`src/ccr_pkg.sv`:
```
// Purpose: Constants for the chip configuration and channel index registers
// Assumes: Registers reached over a byte-wide serial-port register access
// Notes:   Identifier value is arbitrary
package ccr_pkg;
  // ****************************************************************
  // Register offsets
  // ****************************************************************
  localparam logic [12:0] CCR_OFF_SETUP   = 13'h0000; // Port setup
  localparam logic [12:0] CCR_OFF_IDENT   = 13'h0001; // Part identifier
  localparam logic [12:0] CCR_OFF_GRADE   = 13'h0002; // Speed grade
  localparam logic [12:0] CCR_OFF_CHUPPER = 13'h0004; // Channels H..E
  localparam logic [12:0] CCR_OFF_CHLOWER = 13'h0005; // Channels D..A
  localparam logic [12:0] CCR_OFF_UPDATE  = 13'h00FF; // Device update
  // ****************************************************************
  // Field positions
  // ****************************************************************
  localparam int CCR_BIT_LSBF_HI  = 6; // Bit order, upper mirror
  localparam int CCR_BIT_SRST_HI  = 5; // Soft reset, upper mirror
  localparam int CCR_BIT_SRST_LO  = 2; // Soft reset, lower mirror
  localparam int CCR_BIT_LSBF_LO  = 1; // Bit order, lower mirror
  localparam int CCR_BIT_UPD_SPD  = 0; // Update speed mode
  localparam int CCR_GRADE_LSB    = 4; // Speed field low bit
  // ****************************************************************
  // Reset values
  // ****************************************************************
  localparam logic [7:0] CCR_RST_SETUP   = 8'h18;
  localparam logic [7:0] CCR_RST_CHUPPER = 8'h0F;
  localparam logic [7:0] CCR_RST_CHLOWER = 8'h3F;
  localparam logic [1:0] CCR_RST_GRADE   = 2'h0; // 40 MSPS mode
  localparam logic [7:0] CCR_FIXED_LOWER = 8'h30; // Bits 5:4 read one
  localparam logic [7:0] CCR_IDENT_DEF   = 8'h5C; // Arbitrary value
  localparam int         CCR_NUM_CH      = 8;
endpackage : ccr_pkg

```
`src/ccr_mirror.sv`:
```
// Purpose: Combine two mirrored copies of a control bit in a written byte
// Assumes: Either copy alone is enough to set the bit
// Notes:   Plain combinational leaf
`timescale 1ns/1ps
`default_nettype none
module ccr_mirror
  import ccr_pkg::*;
(
  input  wire logic [7:0] byte_in,   // Written byte
  output logic            lsbf_out,  // Bit order request
  output logic            srst_out   // Soft reset request
);
  // ****************************************************************
  // Mirror merge
  // ****************************************************************
  // Either shift order lands one copy in place, so OR them
  always_comb begin
    lsbf_out = byte_in[CCR_BIT_LSBF_HI] | byte_in[CCR_BIT_LSBF_LO];
    srst_out = byte_in[CCR_BIT_SRST_HI] | byte_in[CCR_BIT_SRST_LO];
  end
endmodule : ccr_mirror
`default_nettype wire

```
`src/ccr_regs.sv`:
```
// Purpose: Chip configuration and channel index register bank
// Assumes: Serial port decoded upstream into byte write and read strobes
// Notes:   Soft reset self clears after one cycle; outputs registered
`timescale 1ns/1ps
`default_nettype none
module ccr_regs
  import ccr_pkg::*;
#(
  parameter logic [7:0] IDENT = CCR_IDENT_DEF // Arbitrary value
)(
  input  wire logic        clock_in,       // 50 MHz clock
  input  wire logic        reset_n_in,     // Sync reset, active low
  input  wire logic [12:0] addr_in,        // Register address
  input  wire logic        wr_en_in,       // Write strobe
  input  wire logic [7:0]  wr_data_in,     // Write data
  input  wire logic        rd_en_in,       // Read strobe
  output logic [7:0]       rd_data_out,    // Read data
  output logic             rd_valid_out,   // Read data valid
  output logic             lsb_first_out,  // Bit order mode
  output logic [1:0]       speed_mode_out, // Active speed mode
  output logic [7:0]       chan_sel_out,   // Channel H..A select
  output logic             soft_reset_out  // Soft reset pulse
);
  // ****************************************************************
  // State
  // ****************************************************************
  typedef enum logic [0:0] {CCR_IDLE, CCR_RESET} ccr_state_t;
  ccr_state_t state;            // Soft reset sequencing
  logic       lsbf;             // Stored bit order
  logic [1:0] grade_pend;       // Written speed field
  logic [3:0] ch_upper;         // Channels H..E
  logic [3:0] ch_lower;         // Channels D..A
  logic       w_lsbf;           // Decoded bit order from write
  logic       w_srst;           // Decoded soft reset from write
  logic       wr_setup;         // Setup register written

  // Shared address match used by both read and write paths
  function automatic logic ccr_hit(input logic [12:0] a,
                                   input logic [12:0] off);
    ccr_hit = (a == off);
  endfunction : ccr_hit

  ccr_mirror u_mirror (
    .byte_in  (wr_data_in),
    .lsbf_out (w_lsbf),
    .srst_out (w_srst)
  );

  assign wr_setup = wr_en_in && ccr_hit(addr_in, CCR_OFF_SETUP);

  // ****************************************************************
  // Soft reset sequencer
  // ****************************************************************
  // One cycle in CCR_RESET; the bits never read back as set
  always_ff @(posedge clock_in) begin
    if (!reset_n_in) begin
      state          <= CCR_IDLE;
      soft_reset_out <= 1'b0;
    end else begin
      case (state)
        CCR_IDLE: begin
          if (wr_setup && w_srst) begin
            state          <= CCR_RESET;
            soft_reset_out <= 1'b1;
          end
        end
        CCR_RESET: begin
          state          <= CCR_IDLE;
          soft_reset_out <= 1'b0;
        end
        default: begin
          state          <= CCR_IDLE;
          soft_reset_out <= 1'b0;
        end
      endcase
    end
  end

  // ****************************************************************
  // Bit order, excluded from soft reset
  // ****************************************************************
  always_ff @(posedge clock_in) begin
    if (!reset_n_in) begin
      lsbf <= 1'b0;
    end else if (wr_setup) begin
      lsbf <= w_lsbf;
    end
  end

  // ****************************************************************
  // Speed grade and channel index
  // ****************************************************************
  // Soft reset takes priority; a write in the same cycle is lost
  always_ff @(posedge clock_in) begin
    if (!reset_n_in || state == CCR_RESET) begin
      grade_pend     <= CCR_RST_GRADE;
      speed_mode_out <= CCR_RST_GRADE;
      ch_upper       <= CCR_RST_CHUPPER[3:0];
      ch_lower       <= CCR_RST_CHLOWER[3:0];
    end else if (wr_en_in) begin
      if (ccr_hit(addr_in, CCR_OFF_GRADE)) begin
        grade_pend <= wr_data_in[CCR_GRADE_LSB +: 2];
      end
      if (ccr_hit(addr_in, CCR_OFF_UPDATE) && wr_data_in[CCR_BIT_UPD_SPD])
      begin
        speed_mode_out <= grade_pend;
      end
      if (ccr_hit(addr_in, CCR_OFF_CHUPPER)) begin
        ch_upper <= wr_data_in[3:0];
      end
      if (ccr_hit(addr_in, CCR_OFF_CHLOWER)) begin
        ch_lower <= wr_data_in[3:0];
      end
    end
  end

  // ****************************************************************
  // Mirror registered outputs
  // ****************************************************************
  always_ff @(posedge clock_in) begin
    if (!reset_n_in) begin
      lsb_first_out <= 1'b0;
      chan_sel_out  <= {CCR_RST_CHUPPER[3:0], CCR_RST_CHLOWER[3:0]};
    end else begin
      lsb_first_out <= lsbf;
      chan_sel_out  <= {ch_upper, ch_lower};
    end
  end

  // ****************************************************************
  // Read path
  // ****************************************************************
  // Unmapped addresses read zero; identifier ignores writes
  always_ff @(posedge clock_in) begin
    if (!reset_n_in) begin
      rd_data_out  <= 8'h00;
      rd_valid_out <= 1'b0;
    end else begin
      rd_valid_out <= rd_en_in;
      if (rd_en_in) begin
        if (ccr_hit(addr_in, CCR_OFF_SETUP)) begin
          rd_data_out <= CCR_RST_SETUP
                       | {1'b0, lsbf, 4'h0, lsbf, 1'b0};
        end else if (ccr_hit(addr_in, CCR_OFF_IDENT)) begin
          rd_data_out <= IDENT;
        end else if (ccr_hit(addr_in, CCR_OFF_GRADE)) begin
          rd_data_out <= {2'b00, grade_pend, 4'h0};
        end else if (ccr_hit(addr_in, CCR_OFF_CHUPPER)) begin
          rd_data_out <= {4'h0, ch_upper};
        end else if (ccr_hit(addr_in, CCR_OFF_CHLOWER)) begin
          rd_data_out <= CCR_FIXED_LOWER | {4'h0, ch_lower};
        end else begin
          rd_data_out <= 8'h00;
        end
      end
    end
  end

  // ****************************************************************
  // Assertions
  // ****************************************************************
  property p_srst_clear;
    @(posedge clock_in) disable iff (!reset_n_in)
    soft_reset_out |=> !soft_reset_out;
  endproperty
  a_srst_clear: assert property (p_srst_clear)
    else $error("soft reset did not clear");

  property p_srst_defaults;
    @(posedge clock_in) disable iff (!reset_n_in)
    soft_reset_out |=> ##1 (chan_sel_out == 8'hFF && speed_mode_out == 2'h0);
  endproperty
  a_srst_defaults: assert property (p_srst_defaults)
    else $error("defaults not restored");

  property p_lsbf_keep;
    @(posedge clock_in) disable iff (!reset_n_in)
    (wr_setup && w_srst) |-> ##2 (lsb_first_out == $past(w_lsbf, 2));
  endproperty
  a_lsbf_keep: assert property (p_lsbf_keep)
    else $error("bit order wrong after setup write");

  property p_ident;
    @(posedge clock_in) disable iff (!reset_n_in)
    (rd_en_in && addr_in == CCR_OFF_IDENT) |=> rd_data_out == IDENT;
  endproperty
  a_ident: assert property (p_ident)
    else $error("identifier read wrong");

  property p_upper;
    @(posedge clock_in) disable iff (!reset_n_in)
    (wr_en_in && addr_in == CCR_OFF_CHUPPER && !soft_reset_out
     && state == CCR_IDLE)
    |-> ##2 chan_sel_out[7:4] == $past(wr_data_in[3:0], 2);
  endproperty
  a_upper: assert property (p_upper)
    else $error("upper channel select wrong");

  property p_lower;
    @(posedge clock_in) disable iff (!reset_n_in)
    (rd_en_in && addr_in == CCR_OFF_CHLOWER) |=> rd_data_out[5:4] == 2'b11;
  endproperty
  a_lower: assert property (p_lower)
    else $error("lower index fixed bits wrong");

  property p_speed_hold;
    @(posedge clock_in) disable iff (!reset_n_in)
    !(wr_en_in && addr_in == CCR_OFF_UPDATE) && state == CCR_IDLE
    |=> $stable(speed_mode_out);
  endproperty
  a_speed_hold: assert property (p_speed_hold)
    else $error("speed changed without update");

  property p_speed_def;
    @(posedge clock_in) disable iff (!reset_n_in)
    soft_reset_out |=> speed_mode_out == CCR_RST_GRADE;
  endproperty
  a_speed_def: assert property (p_speed_def)
    else $error("speed mode not at 40 MSPS default");

  c_srst:   cover property (@(posedge clock_in) soft_reset_out);
  c_update: cover property (@(posedge clock_in)
    wr_en_in && addr_in == CCR_OFF_UPDATE);
  c_ident:  cover property (@(posedge clock_in)
    rd_en_in && addr_in == CCR_OFF_IDENT);
endmodule : ccr_regs
`default_nettype wire

```
`config.mk`:
```
export PLATFORM = sky130hd
export DESIGN_NAME = ccr_regs
export DESIGN_NICKNAME = d
export VERILOG_FILES = /design/src/ccr_pkg.sv /design/src/ccr_mirror.sv /design/src/ccr_regs.sv
export SDC_FILE = /design/constraint.sdc
export NUM_CORES = 1
export LEC_CHECK = 0
export BUFFER_PORTS_ARGS = -buffer_cell sky130_fd_sc_hd__buf_4
export CORE_ASPECT_RATIO = 0.6
export CORE_MARGIN = 4
export CORE_UTILIZATION = 49
export CTS_BUF_LIST = sky130_fd_sc_hd__clkbuf_8 sky130_fd_sc_hd__clkbuf_16
export DETAILED_ROUTE_END_ITERATION = 8
export HOLD_SLACK_MARGIN = 0.1
export PLACE_DENSITY = 0.87
export SYNTH_ARGS = -nofsm -noshare
export SYNTH_HDL_FRONTEND = slang
export SYNTH_SLANG_ARGS = --single-unit
```
`constraint.sdc`:
```
create_clock -name clock_in -period 1.8 [get_ports clock_in]
set_clock_uncertainty 0.2 [all_clocks]
set_input_delay 0.27 -clock clock_in [delete_from_list [all_inputs] [get_ports clock_in]]
set_output_delay 0.27 -clock clock_in [all_outputs]
set_load 0.005 [all_outputs]
```
* Word-level counts from Yosys, hierarchy flattened
Cells that the tools add are included.
** Storage, ports and cells
- Flip-flop bits (word level) :: 33
- Memory bits (writable) :: 0
- Bits in read-only memories :: 0
- Memories kept :: 0
- Output and inout port bits :: 21
- Latch bits :: 0
** Operators by class
- Reduce and logical (&&, ||, !) cells :: 10
- Order comparisons :: 0
- Shift operators :: 0
- Div/mod/pow operators :: 0
- Bitwise gates (word level) :: 3
- Muxes and demuxes :: 9
- Multipliers :: 0
- Equality and inequality tests :: 6
- Add/subtract/negate cells :: 0
** Operator list (count)
- equality test 13 x 3 -> 1 bit, second input constant :: 2
- 2-to-1 mux 6 bit :: 3
- 2-to-1 mux 7 bit :: 2
- equality test 13 x 1 -> 1 bit, second input constant :: 1
- equality test 13 x 2 -> 1 bit, second input constant :: 1
- equality test 13 x 8 -> 1 bit, second input constant :: 1
- zero test 13 bit :: 1
- AND reduction 2 bit :: 4
- case mux 1 bit (2 select lines) :: 2
- logical AND 1 bit :: 3
- 2-to-1 mux 1 bit :: 2
- != test 2 bit, second input constant :: 1
- bitwise OR 1 bit :: 2
- zero test 1 bit :: 1
- logical OR 1 bit :: 1
- inverter 1 bit :: 1

* Logic depth before layout (Yosys ltp)
Gate-level depths: netlist of the first run.
- Word-level depth :: 6
- Mapped depth :: 4
- Mapped depth without buffers :: 3

* By module
From an unflattened synthesis of the first run, not the netlist that was laid out.
** Unflattened totals
- Cell total of the unflattened synthesis :: 146
- Area total of the unflattened synthesis :: 1370.1 um2
** Modules (own cells, without submodules)
- ccr_regs :: cells each 144, area an instance 1357.6 um2, seq. area each 640.6 um2, instances 1
- ccr_mirror :: cells each 2, area an instance 12.5 um2, seq. area each 0.0 um2, instances 1

* Worst setup path before layout of the first run
Ideal clock, no wire load.
- Kind :: input to register
- Start point :: in addr_in[5]
- End point :: reg grade_pend[0]
- Setup slack :: 0.266 ns
- Library setup time :: 0.072 ns
- Required time :: 1.528 ns
- Stages :: 3
- Data arrival time :: 1.263 ns
- Path through :: or4_4 -> nor4_4 -> mux2i_1
** On the way
- Cells in the longest elaborated chain, start to end :: 2
** Ends and longest elaborated chain
- start, declared :: line ccr_regs.sv:13 : input wire logic [12:0] addr_in,
- equality test 13 x 2 -> 1 bit :: line ccr_regs.sv:40 : ccr_hit = (a == off);
- AND reduction 2 bit (no source line)
- end signal, assigned :: line ccr_regs.sv:102 : grade_pend <= wr_data_in[CCR_GRADE_LSB +: 2];
- end, declared :: line ccr_regs.sv:30 : logic [1:0] grade_pend;
No other way between the ends.
A chain may end at the register's enable or synchronous reset.

* Worst setup path after layout of the first run
- Start point :: in wr_data_in[2]
- End point :: reg state
** On the way
- Cells in the longest elaborated chain, start to end :: 4
** Ends and longest elaborated chain
- start, declared :: line ccr_regs.sv:15 : input wire logic [7:0] wr_data_in,
- bitwise OR 1 bit :: line ccr_mirror.sv:19 : srst_out = byte_in[CCR_BIT_SRST_HI] | byte_in[CCR_BIT_SRST_LO];
- logical AND 1 bit :: line ccr_regs.sv:62 : if (wr_setup && w_srst) begin
- 2-to-1 mux 1 bit :: line ccr_regs.sv:62
- case mux 1 bit (2 select lines) :: line ccr_regs.sv:60 : case (state)
- end signal, assigned :: line ccr_regs.sv:57 : state <= CCR_IDLE;
- end signal, assigned :: line ccr_regs.sv:63 : state <= CCR_RESET;
- end signal, assigned :: line ccr_regs.sv:68 : state <= CCR_IDLE;
- end, declared :: line ccr_regs.sv:28 : ccr_state_t state;
No other way between the ends.

==> results of run 1 <==
[layout by cell type (no fill, tap or decap)]
cell type,count
a22o_1,1
and4_1,3
nor2b_2,1
buf_4,47
mux2i_1,15
dfxtp_1,32
and2_1,1
inv_1,3
nand2b_1,10
o21a_1,1
clkbuf_8,7
and3b_1,2
mux2_2,1
a21o_1,1
nor4_2,1
nor2_1,14
o21ai_0,6
a41o_1,1
nand2_1,11
conb_1,1
nor4b_1,1
nand3b_1,1
dlygate4sd3_1,10
or3_1,1
a32o_1,2
nor3_1,3
or4bb_1,2
a21oi_1,1
nand3_1,1
o31ai_1,3
nand4_1,7
nor4bb_1,1
and4b_1,1
nor4_4,2
or4_4,1
or3_4,1
nand4bb_1,1
nor2b_1,2
[metal layers]
layer  part of all wire [%]  routed length (microns)  global-route usage [%]  vias to the layer above
met4                    1.4                       51                    6.51                        0
met2                     44                     1630                    33.5                       69
met1                     45                     1650                    26.0                      630
met3                    9.3                      343                    7.64                        9
met5                      0                        0                       0                        -
li1                       -                        -                       -                      628
[where the power goes]
group / internal [mW] / total, mW / switching, mW
Sequential: 0.709 / 0.710 / 0.000294
Clock: 0.340 / 0.580 / 0.240
Combinational: 0.0736 / 0.144 / 0.0706
[flip-flops by register name (all words and copies together), names as in the netlist, 2 cells and up]
signal / flops
chan_sel_out: 8
rd_data_out: 7
speed_mode_out: 2
ch_upper: 4
grade_pend: 2
ch_lower: 4
[worst register-to-register path, stage by stage, from the launching register on]
cell and delay (ns):
dfxtp_1 0.31, nor2b_2 0.26, o21ai_0 0.13, dlygate4sd3_1 0.58, nor2_1 0.08
[metrics by stage]
step | instances | setup slack [ns] | hold WS (ns) | power [mW]
after global routing | 232 | 0.000854 | 0.124 | 1.48
after floorplan | 143 | 0.266 | 0.143 | 0.781
final | 232 | 0.0804 | 0.108 | 1.43
after detailed placement | 215 | 0.0596 | 0.254 | 0.847
after global placement | 215 | 0.0870 | 0.242 | 0.842
after CTS | 232 | 0.0421 | 0.106 | 1.43
[layout make-up]
cell class              count  share of cell area, %
flip-flops and latches     32                   32.6
inverters                   3                  0.574
well taps                  32                   2.04
multi-input cells         101                   36.8
clock buffers               7                   4.91
repair buffers             57                   23.1
[logic make-up after synthesis]
group           share of synthesized area [%]
flops                                    45.6
buf+inv                                  3.12
simple gates                             31.6
other cells                             0.267
mux                                      11.5
compound gates                           7.93
[worst max path at each step]
stage	start	endpoint	slack, ns	cells past startpoint
after CTS	state	state	0.04	4
after detailed placement	addr_in[5]	grade_pend[0]	0.06	4
after global routing	wr_data_in[2]	state	0.0009	5
after global placement	addr_in[5]	grade_pend[1]	0.09	4
after floorplan	addr_in[5]	grade_pend[0]	0.27	3
final	wr_data_in[2]	state	0.08	5
[what timing repair did]
item                                    in CTS  in global routing
buffers inserted                             0                  0
hold endpoints to repair                    17                  0
hold buffers                                10                  0
gates resized for setup                      0                  1
endpoints found under the setup margin       0                  1
==> results by group, run 1 <==
Layout
  • Area occupied by multi-input gates: 722 sq um
  • Util after Layout: 75.2%
  • Layout filler cell count: 176
  • Reg area: 641 sq um
  • Fraction of layout cells with a size suffix above 1: 30.5%
  • # diodes: 0
  • Final Cell Area: 1960 sq um
  • Final-stage net count: 225
  • Area Overhead vs Synth: 39.8%

Setup path
  • Flop2flop setup slack: 0.18 ns
  • Critical Path Sink Type: flop
  • R2R cell count: 4
  • Critical path type: input pin to flop
  • Reg-to-reg critical path startpoint: state
  • Worst EP arrival: 1.68 ns
  • CP max FO: 3
  • CP dominant cell by count: dlygate4sd3_1
  • R2r endpoint: state
  • Startpoint class of the critical path: input pin
  • Req. time, crit path: 1.76 ns
  • CP max stage cell: dlygate4sd3_1
  • Largest delay contributor family on the critical path: buffers and inverters
  • CP cell instances: dlygate4sd3_1 -> buf_4 -> o21ai_0 -> dlygate4sd3_1 -> nor2_1
  • Slowest cell delay on critical path: 0.57 ns
  • CP bufs+invs: 3

Job
  • Max_cap viols: 0

Synthesis
  • Synth top area share: 45.6%
  • Syn nets: 168
  • Post-synth EDFFs: 0
  • Yosys top cell by area: dfxtp_1
  • Top cells by count, synth: dfxtp_1, mux2i_1, nor2_1
  • Avg Cell Area, Syn: 9.82 sq um
  • Post-synthesis sequential area ratio: 45.6%
  • Leading post-synthesis cells by cell area: dfxtp_1, mux2i_1, nand2b_1
  • FFs w/ async S/R, synth: 0%
  • Count leader, synth: dfxtp_1
  • Unique cell type count in the Yosys netlist: 37
  • Seq cells post-synth: 32
  • Synth warn: 0
  • Post-Syn Instances: 143
  • Predominant post-synthesis flop cell: dfxtp_1
  • Post-Syn Area: 1400 sq um

Clock tree
  • Root buffer cell: clkbuf_8
  • Clock Tree Buf Depth: 2
  • H-tree Lvls: 2
  • TritonCTS clock tree: yes
  • Reg clk slew, reported paths: 0.06 ns
  • # clock sinks: 32
  • Clock latency at the later pin of the worst-skew pair: 0.28 ns
  • CTS Buf Count: 5

Min path
  • WHS Path Cells: 3
  • Hold_sp: wr_data_in[1]
  • Hold WC Path Type: input pin to flop
  • Hold endpoint: ch_lower[1]

Global route
  • Grt total ovfl: 0
  • Largest net degree at the start of global routing: 15
  • Initial antenna violation count: 0
  • Global-route wire length before repair: 6250 microns
  • Total GRT Usage: 20.8%
  • Vias in the first global route: 1320

Place
  • GP Congestion: 0.859
  • Area post-placement: 1760 sq um
  • I/O Buffers: 43
  • HPWL after DPL: 2730 microns

Power and ir drop
  • Leakage power: 0.847 nW
  • Peak supply drop: 0.571 mV
  • PwrDens: 730 nW/um^2

Detailed routing
  • DR iter-0 viols: 171
  • Drt total wl: 3680 microns
  • ANT nets after route: 0
  • TritonRoute pass-1 iters: 4
  • Routed vias: 1336
  • Post-route DRC: 0
  • Vias per cell: 5.76
  • Routed len/inst: 15.8 microns

Floorplan
  • Die Width: 77.1 microns
  • Die ar.: 3810 sq um
  • Die Y: 49.5 microns
  • Initial Util: 53.8%
  • Core footprint: 2610 sq um
  • IO Pins: 46
  • Row Count: 14

STA
  • FMAX: 582 MHz
  • Hold Fails Final Rpt: 0
  • TNS Setup: 0 ns
  • Finish-stage setup viols: 0
  • Final worst-path cycle share: 95.5%
  • Period minus WS final: 1.72 ns
  • Max Slew Vio Count: 0
  • Unrepaired setup endpoints after global routing: false

Outcome
  • Status: complete, no violations
Power figures use the tool's default switching activity.
==> run 2, diff against run 1 <==
--- a/config.mk
+++ b/config.mk
@@ -8,11 +8,11 @@
 export BUFFER_PORTS_ARGS = -buffer_cell sky130_fd_sc_hd__buf_4
 export CORE_ASPECT_RATIO = 0.6
 export CORE_MARGIN = 4
-export CORE_UTILIZATION = 49
+export CORE_UTILIZATION = 45
 export CTS_BUF_LIST = sky130_fd_sc_hd__clkbuf_8 sky130_fd_sc_hd__clkbuf_16
 export DETAILED_ROUTE_END_ITERATION = 8
 export HOLD_SLACK_MARGIN = 0.1
-export PLACE_DENSITY = 0.87
+export PLACE_DENSITY = 0.81
 export SYNTH_ARGS = -nofsm -noshare
 export SYNTH_HDL_FRONTEND = slang
 export SYNTH_SLANG_ARGS = --single-unit
==> results by group, run 2 (synthesis results as in run 1) <==
Job
  • Max_cap viols: 0

Floorplan
  • Die Y: 51.3 microns
  • Row Count: 15
  • Initial Util: 47.9%
  • Die ar.: 4110 sq um
  • Core footprint: 2930 sq um
  • Die Width: 80.1 microns
  • IO Pins: 46

Global route
  • Initial antenna violation count: 0
  • Largest net degree at the start of global routing: 15
  • Vias in the first global route: 1292
  • Grt total ovfl: 0
  • Total GRT Usage: 19.8%
  • Global-route wire length before repair: 6160 microns

Clock tree
  • Clock latency at the later pin of the worst-skew pair: 0.28 ns
  • TritonCTS clock tree: yes
  • CTS Buf Count: 5
  • H-tree Lvls: 2
  • Clock Tree Buf Depth: 2
  • # clock sinks: 32
  • Root buffer cell: clkbuf_8
  • Reg clk slew, reported paths: 0.06 ns

STA
  • Final setup margin: 0.121 ns
  • Final worst-path cycle share: 93.3%
  • Hold Fails Final Rpt: 0
  • FMAX: 596 MHz
  • Unrepaired setup endpoints after global routing: false
  • Max Slew Vio Count: 0
  • TNS Setup: 0 ns
  • Finish-stage setup viols: 0
  • Period minus WS final: 1.68 ns

Detailed routing
  • Drt total wl: 3610 microns
  • Routed len/inst: 14.8 microns
  • Routed vias: 1261
  • TritonRoute pass-1 iters: 4
  • Vias per cell: 5.17
  • Post-route DRC: 0
  • ANT nets after route: 0
  • DR iter-0 viols: 87

Setup path
  • Worst EP arrival: 1.64 ns
  • Critical path type: input pin to flop
  • Critical Path Sink Type: flop
  • Startpoint class of the critical path: input pin
  • Req. time, crit path: 1.77 ns
  • CP max FO: 3

Layout
  • Final-stage net count: 226
  • Area occupied by multi-input gates: 722 sq um
  • Commonest non-fill, non-tap cell in the layout: buf_4
  • Most frequent cells in the layout: buf_4, dfxtp_1, mux2i_1
  • Top flop regs: chan_sel_out: 8 flops, rd_data_out: 7 flops
  • Fraction of layout cells with a size suffix above 1: 29.7%
  • Reg area: 641 sq um
  • # diodes: 0
  • Max FFs per register: 8
  • Layout filler cell count: 261
  • Area Overhead vs Synth: 41.0%
  • Util after Layout: 67.6%
  • Largest Register: chan_sel_out

Outcome
  • Status: complete, no violations

Place
  • GP Congestion: 0.816
  • Dpl ws: 0.0593 ns
  • HPWL after DPL: 2650 microns
  • I/O Buffers: 43

Power and ir drop
  • Leakage power: 0.855 nW
  • Peak supply drop: 0.521 mV
  • PwrDens: 701 nW/um^2

Min path
  • Hold WC Path Type: input pin to flop
==> run 2: cell types whose count changed in the layout (fill, tap and decap cells not counted) <==
cell	change
inv_1	+2
clkbuf_8	-1
dlygate4sd3_1	+1
o21ai_0	-1
o21ai_1	+1
==> run 2: worst max-delay path, stage by stage <==
cell           delay [ns]
dlygate4sd3_1        0.53
buf_4                0.15
o21ai_1              0.10
dlygate4sd3_1        0.55
nor2_1               0.04
==> run 2: layout make-up <==
class                   instances  area share, %
clock buffers                   6           4.17
clock inverters                 2          0.379
inverters                       3          0.569
multi-input cells             101           36.5
flip-flops and latches         32           32.4
well taps                      42           2.65
repair buffers                 58           23.4
==> run 2: timing repair <==
item,in CTS,in global routing
gates resized for setup,0,2
endpoints found under the setup margin,0,1
hold buffers,10,1
setup buffers,0,0
endpoints found under the hold margin,18,1
==> run 2: report_power, final <==
group / internal, mW / total [mW] / switching [mW]
sequential: 0.710 / 0.710 / 0.000328
combinational: 0.0751 / 0.144 / 0.0694
clock: 0.300 / 0.534 / 0.234
==> run 2: per-layer routing <==
layer	wire (microns)	part of all wire, %	GRT usage [%]
met4	43	1.2	6.74
met5	0	0	0
met2	1650	46	32.6
met3	274	7.6	4.75
met1	1640	45	25.5
==> run 2: final timing paths <==
path | from | end | slack [ns] | depth (start not counted)
max | wr_data_in[5] | state | 0.12 | 5
min | wr_data_in[2] | soft_reset_out | 0.10 | 3
max reg2reg | state | state | 0.24 | 4
min reg2reg | speed_mode_out[0] | speed_mode_out[0] | 0.27 | 2
==> run 2: through the flow <==
stage / power, mW / instance area, sq um / hold WS [ns] / instances
6_report: 1.39 / 1980 / 0.104 / 244
5_1_grt: 1.45 / 1980 / 0.108 / 244
4_1_cts: 1.39 / 1970 / 0.102 / 243
3_5_place_dp: 0.847 / 1780 / 0.249 / 225
3_3_place_gp: 0.842 / 1780 / 0.243 / 225
2_1_floorplan: 0.781 / 1400 / 0.143 / 143
==> run 3, diff against run 2 <==
--- a/config.mk
+++ b/config.mk
@@ -5,14 +5,14 @@
 export SDC_FILE = /design/constraint.sdc
 export NUM_CORES = 1
 export LEC_CHECK = 0
-export BUFFER_PORTS_ARGS = -buffer_cell sky130_fd_sc_hd__buf_4
 export CORE_ASPECT_RATIO = 0.6
 export CORE_MARGIN = 4
 export CORE_UTILIZATION = 45
 export CTS_BUF_LIST = sky130_fd_sc_hd__clkbuf_8 sky130_fd_sc_hd__clkbuf_16
 export DETAILED_ROUTE_END_ITERATION = 8
+export DONT_BUFFER_PORTS = 1
 export HOLD_SLACK_MARGIN = 0.1
-export PLACE_DENSITY = 0.81
+export PLACE_DENSITY = 0.69
 export SYNTH_ARGS = -nofsm -noshare
 export SYNTH_HDL_FRONTEND = slang
 export SYNTH_SLANG_ARGS = --single-unit
==> results by group, run 3 (synthesis results as in run 1) <==
Global route
  • Largest net degree at the start of global routing: 15
  • Vias in the first global route: 1161
  • Grt total ovfl: 0
  • Total GRT Usage: 18.8%
  • Initial antenna violation count: 0
  • Global-route wire length before repair: 5720 microns

Min path
  • Hold WC Path Type: input pin to flop

Setup path
  • CP bufs+invs: 2
  • Largest delay contributor family on the critical path: buffers and inverters
  • CP max FO: 10
  • Critical Path Sink Type: flop
  • Startpoint class of the critical path: input pin
  • CP max stage cell: dlygate4sd3_1
  • CP cell instances: dlygate4sd3_1 -> a32o_1 -> dlygate4sd3_1
  • Critical path type: input pin to flop
  • Req. time, crit path: 1.77 ns
  • CP dominant cell by count: dlygate4sd3_1
  • Worst EP arrival: 1.70 ns
  • Slowest cell delay on critical path: 0.64 ns

Detailed routing
  • DR iter-0 viols: 44
  • Vias per cell: 5.67
  • Met3 wire len: 382 microns
  • TritonRoute pass-1 iters: 4
  • Routed vias: 1157
  • Met2 wire len: 1510 microns
  • Routed len/inst: 17.1 microns
  • DR top layer: met4
  • WL met1: 1550 microns
  • Post-route DRC: 0
  • Drt total wl: 3500 microns
  • ANT nets after route: 0

Floorplan
  • Die Y: 51.3 microns
  • Row Count: 15
  • Initial Util: 47.9%
  • Core footprint: 2930 sq um
  • Die Width: 80.1 microns
  • Die ar.: 4110 sq um
  • IO Pins: 46

Clock tree
  • Root buffer cell: clkbuf_8
  • Reg clk slew, reported paths: 0.06 ns
  • CTS Buf Count: 5
  • # clock sinks: 32
  • Clock latency at the later pin of the worst-skew pair: 0.28 ns
  • TritonCTS clock tree: yes
  • Post-CTS setup buffers: 0
  • Clock Tree Buf Depth: 2
  • H-tree Lvls: 2

STA
  • Hold Fails Final Rpt: 0
  • Worst slew pin tran: 0.527 ns
  • Hold slack final: 0.111 ns
  • TNS Setup: 0 ns
  • Final setup margin: 0.0670 ns
  • Finish-stage setup viols: 0
  • Unrepaired setup endpoints after global routing: false
  • Period minus WS final: 1.73 ns
  • Max Slew Vio Count: 0
  • FMAX: 577 MHz
  • Final worst-path cycle share: 96.3%
  • Slew headroom: 64.9%

Place
  • HPWL after DPL: 2410 microns
  • Area post-placement: 1450 sq um
  • GP Congestion: 0.831
  • Dpl ws: 0.173 ns
  • I/O Buffers: 0
  • Placed Cells: 181

Layout
  • Area Overhead vs Synth: 21.8%
  • Most frequent cells in the layout: dfxtp_1, mux2i_1, nor2_1, dlygate4sd3_1, nand2_1
  • Final cell count without fillers: 204
  • Util after Layout: 58.4%
  • Final Cell Area: 1710 sq um
  • # diodes: 0
  • Final-stage net count: 187
  • Max FFs per register: 8
  • Top flop regs: chan_sel_out: 8 flops, rd_data_out: 7 flops
  • Commonest non-fill, non-tap cell in the layout: dfxtp_1
  • Largest Register: chan_sel_out
  • Fraction of layout cells with a size suffix above 1: 10.5%

Power and ir drop
  • Leakage power: 0.685 nW
  • Peak supply drop: 0.389 mV
  • PwrDens: 808 nW/um^2
  • Total power: 1.38 mW

Job
  • Max_cap viols: 0

Outcome
  • Status: complete, no violations
run 3: cell types whose count changed in the layout (fill, tap and decap cells not counted), sizes merged:
| cell | delta |
|---|---|
| dlymetal6s4s | +2 |
| clkbuf | +1 |
| dlygate4sd3 | +3 |
| buf | -44 |
| inv | -2 |
run 3: metal layers:
metal  vias to the layer above  global-route usage [%]
met5                         -                       0
met4                         0                    8.15
met3                         6                    8.80
met2                        51                    28.8
met1                       546                    22.6
li1                        554                       -
run 3: worst reg2reg max path: stages, from the launching register on:
cell and delay, ns:
dfxtp_1 0.33, mux2_2 0.27, a32o_1 0.25, dlygate4sd3_1 0.54
run 3: what timing repair did:
| action | 4_1_cts | 5_1_grt |
|---|---|---|
| hold buffers | 16 | 0 |
| resized for setup | 0 | 3 |
| endpoints found under the hold margin | 30 | 0 |
| endpoints found under the setup margin | 0 | 5 |
run 3: layout make-up:
| class | instances | area, sq um |
|---|---|---|
| fill | 270 | 1220 |
| multi-input combinational | 101 | 722 |
| inverter | 3 | 11.3 |
| tap | 42 | 52.6 |
| timing repair buffer | 19 | 188 |
| sequential | 32 | 641 |
| clock buffer | 7 | 96.3 |
run 3: path summary, 6_finish.rpt:
| kind | endpoint | slack [ns] | from | cells past startpoint |
|---|---|---|---|---|
| setup / recovery | rd_data_out[0] | 0.07 | addr_in[2] | 3 |
| hold / removal | grade_pend[0] | 0.11 | addr_in[7] | 3 |
| setup reg to reg | rd_data_out[0] | 0.10 | ch_lower[0] | 3 |
| hold reg to reg | chan_sel_out[6] | 0.26 | ch_upper[2] | 1 |
run 3: power by group:
| group | internal, mW | switching [mW] | leakage, nW |
|---|---|---|---|
| registers | 0.710 | 0.000584 | 0.259 |
| clock network | 0.340 | 0.242 | 0.0503 |
| logic | 0.0444 | 0.0457 | 0.376 |
